===== src/inc/sdmi_cfg.svh =====
// Constants for the SDRAM mode and burst sequencing block.
`ifndef SDMI_CFG_SVH
`define SDMI_CFG_SVH
// -----------------------------------------------------------------------------
// Mode word fields
// -----------------------------------------------------------------------------
`define SDMI_M_BL_LSB      0
`define SDMI_M_BL_MSB      2
`define SDMI_M_ORDER_BIT   3
`define SDMI_M_LAT_LSB     4
`define SDMI_M_LAT_MSB     6
`define SDMI_M_OPLO_BIT    7
`define SDMI_M_OPHI_BIT    8
`define SDMI_M_WB_BIT      9
`define SDMI_BL_1          3'h1
`define SDMI_BL_2          3'h1
`define SDMI_BLC_1         3'h0
`define SDMI_BLC_2         3'h1
`define SDMI_BLC_4         3'h2
`define SDMI_BLC_8         3'h3
`define SDMI_BLC_PAGE      3'h7
`define SDMI_LAT_2         3'h2
`define SDMI_LAT_3         3'h3
`define SDMI_MODE_RESET    12'h0_022
`define SDMI_FIFO_DEPTH    8
`define SDMI_PAGE_X16      512
`endif


===== src/inc/sdmi_pkg.sv =====
// Types for the SDRAM mode and burst sequencing block.
package sdmi_pkg;
  typedef enum logic [2:0] {
    SDMI_CMD_NOP   = 3'h0,
    SDMI_CMD_MODE  = 3'h1,
    SDMI_CMD_READ  = 3'h2,
    SDMI_CMD_WRITE = 3'h3,
    SDMI_CMD_TERM  = 3'h4,
    SDMI_CMD_OTHER = 3'h5
  } sdmi_cmd_type;
  typedef enum logic [1:0] {
    SDMI_IDLE  = 2'b00,
    SDMI_READ  = 2'b01,
    SDMI_WRITE = 2'b10
  } sdmi_state_type;
endpackage : sdmi_pkg


===== src/sdmi_core.sv =====
// Mode register, burst column sequencer and read latency control.
`timescale 1ns/1ps
`include "sdmi_cfg.svh"
module sdmi_core #(
  parameter int COLS = 10,
  parameter int DQW  = 16
) (
  input  wire logic               CLK_I,
  input  wire logic               RSTN_I,
  input  wire logic               CKE_I,
  input  wire sdmi_pkg::sdmi_cmd_type CMD_I,
  input  wire logic [1:0]         BANK_I,
  input  wire logic [11:0]        ADDR_I,
  input  wire logic [DQW-1:0]     RD_DATA_I,
  output logic      [COLS-1:0]    COL_O,
  output logic                    COL_VALID_O,
  output logic                    COL_WRITE_O,
  output logic      [DQW-1:0]     DQ_O,
  output logic                    DQ_OE_O,
  output logic                    DQ_VALID_O,
  output logic      [11:0]        MODE_O,
  output logic                    MODE_BAD_O,
  output logic                    FIFO_FULL_O
);
  import sdmi_pkg::*;
  // ---------------------------------------------------------------------------
  // State
  // ---------------------------------------------------------------------------
  typedef struct packed {
    sdmi_state_type    st;
    logic [11:0]       mode;
    logic              bad;
    logic [COLS-1:0]   start;
    logic [COLS-1:0]   idx;
    logic [COLS:0]     left;
    logic              wr;
    logic              full;
    logic [2:0]        vl_pipe;
    logic [COLS-1:0]   col;
    logic              col_v;
    logic              col_w;
    logic [DQW-1:0]    dq;
    logic              oe;
    logic              dv;
  } sdmi_core_type;
  sdmi_core_type s_q, s_d;

  logic [COLS-1:0] f_col;
  logic            f_valid, f_ready, f_push;

  // Column for step i of a burst, wrapped inside the aligned block.
  function automatic logic [COLS-1:0] burst_col(
    input logic [COLS-1:0] start, input logic [COLS-1:0] i,
    input logic [2:0] blc, input logic interleave);
    logic [COLS-1:0] mask;
    logic [COLS-1:0] off;
    mask = '0;
    case (blc)
      `SDMI_BLC_2: mask = COLS'(1);
      `SDMI_BLC_4: mask = COLS'(3);
      `SDMI_BLC_8: mask = COLS'(7);
      `SDMI_BLC_PAGE: mask = '1;
      default: mask = '0;
    endcase
    if (interleave && blc != `SDMI_BLC_PAGE) off = start ^ i;
    else off = start + i;
    return (start & ~mask) | (off & mask);
  endfunction : burst_col

  function automatic logic [COLS:0] burst_len(input logic [2:0] blc);
    case (blc)
      `SDMI_BLC_1: return (COLS+1)'(1);
      `SDMI_BLC_2: return (COLS+1)'(2);
      `SDMI_BLC_4: return (COLS+1)'(4);
      `SDMI_BLC_8: return (COLS+1)'(8);
      default: return (COLS+1)'(1) << COLS;
    endcase
  endfunction : burst_len

  logic [2:0] blc, lat;
  assign blc = s_q.mode[`SDMI_M_BL_MSB:`SDMI_M_BL_LSB];
  assign lat = s_q.mode[`SDMI_M_LAT_MSB:`SDMI_M_LAT_LSB];
  assign f_push = (s_q.st != SDMI_IDLE) && f_ready;

  // ---------------------------------------------------------------------------
  // Next state
  // ---------------------------------------------------------------------------
  always_comb begin
    logic [11:0] m;
    logic        cmd_ok;
    logic        quiet;
    m = ADDR_I;
    cmd_ok = CKE_I;
    quiet = cmd_ok && CMD_I == SDMI_CMD_MODE;
    s_d = s_q;
    s_d.vl_pipe = {s_q.vl_pipe[1:0], 1'b0};
    if (cmd_ok && CMD_I == SDMI_CMD_MODE && BANK_I == 2'b00) begin
      s_d.mode = m;
      s_d.bad = (m[`SDMI_M_OPHI_BIT:`SDMI_M_OPLO_BIT] != 2'b00)
        || (m[`SDMI_M_LAT_MSB:`SDMI_M_LAT_LSB] != `SDMI_LAT_2
            && m[`SDMI_M_LAT_MSB:`SDMI_M_LAT_LSB] != `SDMI_LAT_3)
        || (m[2:0] == 3'h4 || m[2:0] == 3'h5 || m[2:0] == 3'h6)
        || (m[2:0] == `SDMI_BLC_PAGE && m[`SDMI_M_ORDER_BIT]);
      s_d.st = SDMI_IDLE;
    end else if (cmd_ok && CMD_I == SDMI_CMD_TERM) begin
      s_d.st = SDMI_IDLE;
    end else if (cmd_ok && (CMD_I == SDMI_CMD_READ
                         || CMD_I == SDMI_CMD_WRITE)) begin
      s_d.wr = (CMD_I == SDMI_CMD_WRITE);
      s_d.start = ADDR_I[COLS-1:0];
      s_d.idx = '0;
      s_d.st = s_d.wr ? SDMI_WRITE : SDMI_READ;
      if (s_d.wr && s_q.mode[`SDMI_M_WB_BIT]) s_d.left = (COLS+1)'(1);
      else s_d.left = burst_len(blc);
    end else if (f_push) begin
      s_d.idx = s_q.idx + COLS'(1);
      s_d.left = s_q.left - (COLS+1)'(1);
      if (s_q.left == (COLS+1)'(1)) s_d.st = SDMI_IDLE;
    end
    // Each queued read column starts the latency pipeline; the stage it
    // enters sets how many edges pass before its data is marked valid.
    if (f_push && s_q.st == SDMI_READ && !quiet) begin
      if (lat == `SDMI_LAT_3) s_d.vl_pipe[1] = 1'b1;
      else s_d.vl_pipe[2] = 1'b1;
    end
    // Any mode command floats the data pins at once and clears the latency pipeline; the column queue keeps its entries.
    if (quiet) s_d.vl_pipe = '0;
    s_d.col_v = f_valid;
    s_d.col = f_col;
    s_d.col_w = s_q.wr;
    // Drive starts one edge before the first valid word.
    s_d.dv = s_q.vl_pipe[2] && !quiet;
    s_d.oe = s_d.vl_pipe[2] | s_d.dv;
    s_d.full = !f_ready;
    s_d.dq = RD_DATA_I;
  end

  always_ff @(posedge CLK_I or negedge RSTN_I) begin
    if (!RSTN_I) begin
      s_q <= '0;
      s_q.mode <= `SDMI_MODE_RESET;
    end else begin
      s_q <= s_d;
    end
  end

  // ---------------------------------------------------------------------------
  // Column queue
  // ---------------------------------------------------------------------------
  sdmi_fifo #(.WIDTH(COLS), .DEPTH(`SDMI_FIFO_DEPTH)) u_fifo (
    .clk_i      (CLK_I),
    .rstn_i     (RSTN_I),
    .in_valid_i (s_q.st != SDMI_IDLE),
    .in_ready_o (f_ready),
    .in_data_i  (burst_col(s_q.start, s_q.idx, blc,
                           s_q.mode[`SDMI_M_ORDER_BIT])),
    .out_valid_o(f_valid),
    .out_ready_i(1'b1),
    .out_data_o (f_col)
  );

  assign COL_O       = s_q.col;
  assign COL_VALID_O = s_q.col_v;
  assign COL_WRITE_O = s_q.col_w;
  assign DQ_O        = s_q.dq;
  assign DQ_OE_O     = s_q.oe;
  assign DQ_VALID_O  = s_q.dv;
  assign MODE_O      = s_q.mode;
  assign MODE_BAD_O  = s_q.bad;
  // Registered, so it trails the queue count by one cycle.
  assign FIFO_FULL_O = s_q.full;

  // ---------------------------------------------------------------------------
  // Checks
  // ---------------------------------------------------------------------------
  a_mode_hold: assert property (@(posedge CLK_I) disable iff (!RSTN_I)
    !(CKE_I && CMD_I == SDMI_CMD_MODE && BANK_I == 2'b00) |=> $stable(MODE_O))
    else $error("mode word changed without a load");
  a_mode_load: assert property (@(posedge CLK_I) disable iff (!RSTN_I)
    (CKE_I && CMD_I == SDMI_CMD_MODE && BANK_I == 2'b00)
      |=> MODE_O == $past(ADDR_I))
    else $error("mode word not loaded");
  a_load_quiet: assert property (@(posedge CLK_I) disable iff (!RSTN_I)
    (CKE_I && CMD_I == SDMI_CMD_MODE) |=> ##1 !DQ_OE_O)
    else $error("outputs driven after mode load");
  a_single_col: assert property (@(posedge CLK_I) disable iff (!RSTN_I)
    (s_q.st != SDMI_IDLE && blc == `SDMI_BLC_1)
      |-> burst_col(s_q.start, s_q.idx, blc, 1'b1) == s_q.start)
    else $error("burst of one left its column");
  a_op_bad: assert property (@(posedge CLK_I) disable iff (!RSTN_I)
    (CKE_I && CMD_I == SDMI_CMD_MODE && BANK_I == 2'b00 && ADDR_I[7])
      |=> MODE_BAD_O)
    else $error("reserved operating mode not flagged");
  a_valid_lat: assert property (@(posedge CLK_I) disable iff (!RSTN_I)
    (CKE_I && CMD_I == SDMI_CMD_READ && lat == `SDMI_LAT_2)
      ##1 !(CKE_I && CMD_I == SDMI_CMD_MODE)
      ##1 !(CKE_I && CMD_I == SDMI_CMD_MODE) |-> ##1 DQ_VALID_O)
    else $error("read data late for latency two");
  a_drive_first: assert property (@(posedge CLK_I) disable iff (!RSTN_I)
    $rose(DQ_VALID_O) |-> $past(DQ_OE_O))
    else $error("data marked valid before drive began");
endmodule : sdmi_core


===== src/sdmi_fifo.sv =====
// Synchronous valid/ready FIFO for column addresses.
`timescale 1ns/1ps
module sdmi_fifo #(
  parameter int WIDTH = 10,
  parameter int DEPTH = 8
) (
  input  wire logic             clk_i,
  input  wire logic             rstn_i,
  input  wire logic             in_valid_i,
  output logic                  in_ready_o,
  input  wire logic [WIDTH-1:0] in_data_i,
  output logic                  out_valid_o,
  input  wire logic             out_ready_i,
  output logic      [WIDTH-1:0] out_data_o
);
  localparam int AW = $clog2(DEPTH);
  typedef struct packed {
    logic [AW-1:0] wr;
    logic [AW-1:0] rd;
    logic [AW:0]   cnt;
  } sdmi_fifo_type;
  sdmi_fifo_type    s_q, s_d;
  logic [WIDTH-1:0] mem [DEPTH];
  logic             push, pop;
  assign in_ready_o  = (s_q.cnt != (AW+1)'(DEPTH));
  assign out_valid_o = (s_q.cnt != '0);
  assign out_data_o  = mem[s_q.rd];
  assign push = in_valid_i && in_ready_o;
  assign pop  = out_valid_o && out_ready_i;
  always_comb begin
    s_d = s_q;
    if (push) s_d.wr = AW'((32'(s_q.wr) + 1) % DEPTH);
    if (pop) s_d.rd = AW'((32'(s_q.rd) + 1) % DEPTH);
    s_d.cnt = s_q.cnt + (AW+1)'(push) - (AW+1)'(pop);
  end
  always_ff @(posedge clk_i or negedge rstn_i) begin
    if (!rstn_i) s_q <= '0;
    else s_q <= s_d;
  end
  always_ff @(posedge clk_i) begin
    if (push) mem[s_q.wr] <= in_data_i;
  end
endmodule : sdmi_fifo


===== config.mk =====
export PLATFORM = sky130hd
export DESIGN_NAME = sdmi_core
export DESIGN_NICKNAME = d
export VERILOG_FILES = /design/src/inc/sdmi_pkg.sv /design/src/sdmi_core.sv /design/src/sdmi_fifo.sv
export VERILOG_INCLUDE_DIRS = /design/src /design/src/inc
export SDC_FILE = /design/constraint.sdc
export NUM_CORES = 1
export LEC_CHECK = 0
export BUFFER_PORTS_ARGS = -buffer_cell sky130_fd_sc_hd__buf_4
export CAP_MARGIN = 5
export CORE_ASPECT_RATIO = 2
export CORE_MARGIN = 2
export CORE_UTILIZATION = 59
export CTS_CLUSTER_SIZE = 12
export DETAILED_ROUTE_END_ITERATION = 16
export PLACE_DENSITY = 0.8
export SYNTH_ARGS = -nofsm -noshare
export SYNTH_HDL_FRONTEND = slang
export SYNTH_SLANG_ARGS = --single-unit
export TNS_END_PERCENT = 50

===== constraint.sdc =====
create_clock -name CLK_I -period 3.05 [get_ports CLK_I]
set_input_delay 0.7625 -clock CLK_I [delete_from_list [all_inputs] [get_ports CLK_I]]
set_output_delay 0.7625 -clock CLK_I [all_outputs]
set_load 0.01 [all_outputs]

; Yosys cells after proc, flatten, opt, wreduce, memory -nomap -nowiden
; Memories as Yosys holds them, arrays and structs flattened. A register that Yosys moved wholly into a read port is not among the register bits.
; Cells that the tools add are included.
[word_totals]
ff_bits = 81
mem_bits_rw = 80
word_cells = 102
n_memories = 1
[op_classes]
n_addsub = 7
eq_ne = 19
muxes = 18
n_bitwise = 8
reduce_logical = 32
[memory_table]
columns = name, words, width, read_ports, rd_clocked_by_memory_dff, wr, line_no
row1 = u_fifo.mem, 8, 10, 1, 1, 1, sdmi_fifo.sv:23  ; logic [WIDTH-1:0] mem [DEPTH];
[ops]
columns = op, n
row1 = 11-bit one-hot mux with 4 select lines, 1
row2 = 21-bit two-way mux, 2
row3 = 10-bit one-hot mux with 4 select lines, 1
row4 = 10-bit bitwise AND, 2
row5 = "3-bit == test, second input constant", 6
row6 = "3-bit by 2-bit == test with 1-bit output, second input constant", 5
row7 = 2-bit two-way mux, 7
row8 = 1-bit logical AND, 12
row9 = 4-bit nonzero test, 3
row10 = "11-bit by 1-bit == test with 1-bit output, second input constant", 1
row11 = 11-bit two-way mux, 1
row12 = "11-bit by 1-bit subtractor with 11-bit output, second input constant", 1
row13 = "10-bit by 1-bit adder with 10-bit output, second input constant", 1
row14 = 10-bit adder, 1
row15 = 10-bit two-way mux, 1
row16 = 10-bit NOT, 1
row17 = 10-bit OR, 1
row18 = 10-bit XOR, 1
row19 = "3-bit by 1-bit adder with 3-bit output, second input constant", 2
row20 = "3-bit by 1-bit == test with 1-bit output, second input constant", 2
row21 = 1-bit logical OR, 6
row22 = "3-bit by 2-bit != test with 1-bit output, second input constant", 2
row23 = 3-bit AND reduction, 2
row24 = 2-bit nonzero test, 3
row25 = 13 further kinds, 19

; Depth between registers and ports, before layout
[logic_depth]
depth_word = 7
depth_mapped = 9

; Cells and area by module
; Synthesis repeated with hierarchy kept, for this count alone.
[hier_totals]
cells_unflattened = 539
hier_area_um2 = 7514.7
[by_module_without_submodules]
columns = mod, instances, cells_per_inst, area_each_um2, seq_area_each_um2
row1 = sdmi_core, 1, 369, 3863.7, 2004.4
row2 = sdmi_fifo, 1, 170, 3651.0, 2652.5

; Least setup slack after synthesis
; Ideal clock, no wire load.
[synth_timing]
path_kind = register -> register
start = register u_fifo.s_q[2] (netlist name)
end = memory u_fifo.mem[2][0] (enable)
arrival_time_ps = 2089
required_ps = 2643
setup_slack_ps = 554
path_stages_with_launch = 6
path_buffers = 0
period_less_slack_ps = 2496
path_cell_list = dfrtp_1 inv_1 ha_1 or3b_4 o21ai_4 nor4b_1
[synth_via]
elab_chain_cells = 4
[synth_rtl]
columns = item, line_no
row1 = start: declaration, sdmi_fifo.sv:22  ; sdmi_fifo_type s_q, s_d;
row2 = start signal: assignment, sdmi_fifo.sv:37  ; if (!rstn_i) s_q <= '0;
row3 = start signal: assignment, sdmi_fifo.sv:38  ; else s_q <= s_d;
row4 = 4-bit != test, sdmi_fifo.sv:25  ; assign in_ready_o = (s_q.cnt != (AW+1)'(DEPTH));
row5 = 1-bit logical AND, sdmi_fifo.sv:28  ; assign push = in_valid_i && in_ready_o;
row6 = 1-bit two-way mux, sdmi_fifo.sv:41  ; if (push) mem[s_q.wr] <= in_data_i;
row7 = 1-bit two-way mux (not written as such), sdmi_fifo.sv:41
row8 = end: declaration, sdmi_fifo.sv:23
; No other way between the ends.

; Worst setup path after layout
[layout_timing]
start = register s_q[46] (netlist name)
end = memory u_fifo.mem[1][8], data pin
[layout_via]
elab_chain_cells = 4
[layout_rtl]
columns = item, line_no
row1 = start: declaration, sdmi_core.sv:46  ; sdmi_core_type s_q, s_d;
row2 = 10-bit adder, sdmi_core.sv:66  ; else off = start + i;
row3 = 10-bit two-way mux, sdmi_core.sv:65  ; if (interleave && blc != `SDMI_BLC_PAGE) off = start ^ i;
row4 = 10-bit bitwise AND, sdmi_core.sv:67  ; return (start & ~mask) | (off & mask);
row5 = 10-bit OR, sdmi_core.sv:67
row6 = via u_fifo.in_data_i[8], sdmi_fifo.sv:11  ; input wire logic [WIDTH-1:0] in_data_i,
; The timed path passes the listed nets, and every way through them passes these cells.

==> run_results.csv <==
group,metric,value,unit
run_status,outcome,"completed",
clocking,cts.htree.levels,4,
layout,post-route-util,69.57,%
sta,hold_viol_final,0,
layout,area.growth.synth_to_final,15.34,%
logic_synthesis,synth.avg_cell_area,13.89,µm²
layout,fin_area,8683,µm²
sta,worstMarginPinSlew,0.9743,ns
global_route,grt_max_degree,91,
critical_path,crit_arrival,2.79,ns
routing,avgViaCountPerCell,5.782,
flow_run,cap_viol_max_count,0,
global_route,grt_busiest_layer,"met2",
power_and_ir_drop,p_leak,3.703,nW
global_route,met3_usage,4.573,%
critical_path,crit_fanout,8,
sta,drv_slew,0,
placement,gp_congestion,0.8762,
layout,drive_gt1_share,31.00,%
clocking,post_cts_resized,0,
placement,dp_slack,0.4579,ns
sta,finClkSkew,0.01234,ns
critical_path,crit_chain,"ha_1 -> fa_1 -> a21o_1 -> a21oi_1 -> o21ai_0 -> a31o_1 -> xor2_1 -> mux2_2",
logic_synthesis,yosys_warnings,0,
critical_path,path_depth,8,
clocking,cts.sinks,170,
routing,drtIter0Drc,242,
critical_path,cp-start-kind,"register",
global_route,grt_overflow,0,
critical_path,reg2reg_depth,8,
logic_synthesis,async_reset_ff_share,52.94,%
sta,layout_setup_ws,0.4087,ns
logic_synthesis,synth_largest_area_cell,"edfxtp_1",
routing,drc,0,
placement,port_buffers,79,
floorplanning,start_util,60.31,%
floorplanning,coreArea,12480,µm²
sta,min_period_over_period,86.60,%
logic_synthesis,synth_edf_count,80,
sta,max_freq,378.6,MHz
placement,placed_area,8080,µm²
routing,drt-total-wl,14610,µm
global_route,grt_pass1_wl,23670,µm
floorplanning,io_pins,80,
clocking,postCtsHoldBufs,0,
global_route,grt_usage,22.70,%
clocking,cts_root_buffer,"clkbuf_16",
floorplanning,die_area,13730,µm²
critical_path,worstSetupEndpointType,"register",
logic_synthesis,ys_types,58,
routing,num_vias,4412,
global_route,grtUsageMet1,22.23,%
placement,dp_hpwl,10110,µm
clocking,worstSkewPairLatency,0.43,ns
critical_path,critPathBufInv,0,
critical_path,crit_slowest_cell,"dfrtp_1",
sta,grt_setup_unrepaired,"false",
layout,layout.nets,658,
clocking,clkTransAtPathRegs,0.07,ns
routing,dr.pass1.iters,4,
logic_synthesis,ys_top_cells_by_area,"edfxtp_1, dfrtp_1, mux4_2, buf_4, mux2_2",
placement,dp.cells,731,
layout,final_cells,763,
logic_synthesis,synth_cells,542,
critical_path,worstSetupPathType,"register to register",
power_and_ir_drop,power_density,881.5,nW/µm²
logic_synthesis,ys.flop_type,"dfrtp_1",
sta,report.final.setup_viol,0,
clocking,cts_tree,"done",
clocking,cts_buffer_depth,2,
power_and_ir_drop,irDropWorstVdd,518.4,µV
clocking,cts_setup_buffers,0,
layout,antenna_cells,0,
global_route,antenna_found_initial,0,
clocking,cts_buffers,17,
global_route,grt_pass1_vias,4778,
critical_path,r2r_slack,0.41,ns
logic_synthesis,synthTopCellsByCount,"dfrtp_1, edfxtp_1, nand2_1",
sta,relSlewSlack,35.05,%
floorplanning,die_w,83.88,µm
critical_path,cp_top_family,"compound AO/OA/AOI/OAI gates",
worst_hold_path,hp-class,"input pin to async pin",
logic_synthesis,syn_area,7528,µm²
logic_synthesis,yosysMostFrequentCell,"dfrtp_1",
sta,finalSetupTns,0,ns
critical_path,max_stage_delay,0.43,ns
floorplanning,num_rows,58,
routing,routedWlPerCell,19.15,µm
floorplanning,die_height,163.8,µm
logic_synthesis,synth_top_area_share,31.91,%
routing,postRouteAntennaNets,0,
critical_path,crit_required,3.20,ns
global_route,grt_util_met2,44.33,%
logic_synthesis,synth_nets,600,
logic_synthesis,ys_ff_latch,170,
layout,nFillCells,876,
sta,fin_crit,2.641,ns
logic_synthesis,ys_seq_area_share,61.86,%
[where the power goes]
part	switching (mW)	leakage, nW	internal [mW]
logic	1.02	1.57	1.08
clock network	0.973	0.290	1.17
registers	0.432	1.84	2.97
total	2.43	3.70	5.23
[cell type report]
cell class,instances,area (µm²),area share [%]
inverter,22,85.08,0.9798
clock buffer,17,425.4,4.899
tap,150,187.7,2.161
multi-input combinational,295,2432,28.01
timing repair buffer,94,718.2,8.271
sequential,170,4657,53.63
clock inverter,15,177.7,2.046
[stage by stage]
stage | power [mW] | hold WS, ns
after floorplan | 4.949 | 0.3535
after global placement | 5.422 | 0.3614
after detailed placement | 5.545 | 0.3671
after CTS | 7.705 | 0.3836
after global routing | 8.063 | 0.3810
final | 7.655 | 0.3430
[flip-flops by register name (all words and copies together) (netlist names), 10 cells and up]
signal and count:
DQ_O 16, MODE_O 12, s_q 35, COL_O 10, u_fifo.mem 80, u_fifo.s_q 10
[kinds of logic after synthesis]
family / share of synthesized area, %
flops: 61.86
mux: 10.12
xor+xnor: 3.141
buf+inv: 6.066
simple gates: 9.174
compound gates: 5.784
fa+ha+maj: 3.856
[final timing paths]
| check | startpoint | end |
|---|---|---|
| min reg2reg | s_d[18] | COL_WRITE_O |
| max | s_q[46] | u_fifo.mem[1][8] |
| max reg2reg | s_q[46] | u_fifo.mem[1][8] |
| min | RSTN_I | COL_O[1] |
| max in group asynchronous | RSTN_I | MODE_O[5] |
| min in group CLK_I | s_d[18] | COL_WRITE_O |
[worst register-to-register path, cell delays in order (launching register included)]
cell and delay, ns:
dfrtp_1 0.43, ha_1 0.27, fa_1 0.39, a21o_1 0.20
a21oi_1 0.28, o21ai_0 0.13, a31o_1 0.22, xor2_1 0.14
mux2_2 0.32
[per-layer routing]
metal	vias up	wire [µm]
li1	2022	-
met1	2253	4807
met2	101	8911
met3	36	381
met4	0	512
met5	-	0
[layout by cell type (no fill, tap or decap), types with 3 or more instances in the layout]
cell,synthesis,routed
a211oi_1,3,3
a21o_1,5,5
a21oi_1,16,16
a31oi_1,5,5
and3_1,3,3
buf_4,40,93
clkbuf_16,0,17
dfrtp_1,88,88
edfxtp_1,80,80
ha_1,20,20
inv_1,21,21
inv_6,0,3
inv_8,0,5
mux2_2,25,25
mux2i_1,3,3
mux4_2,20,20
nand2_1,57,57
nand3_1,6,6
nand3b_1,4,4
nand4_1,6,6
nor2_1,29,29
nor2b_1,4,4
nor3_1,6,6
nor4b_2,2,4
o21ai_0,13,13
o21bai_1,3,3
xnor2_1,7,7
xor2_1,20,20
(Power assumes the default switching activity.)
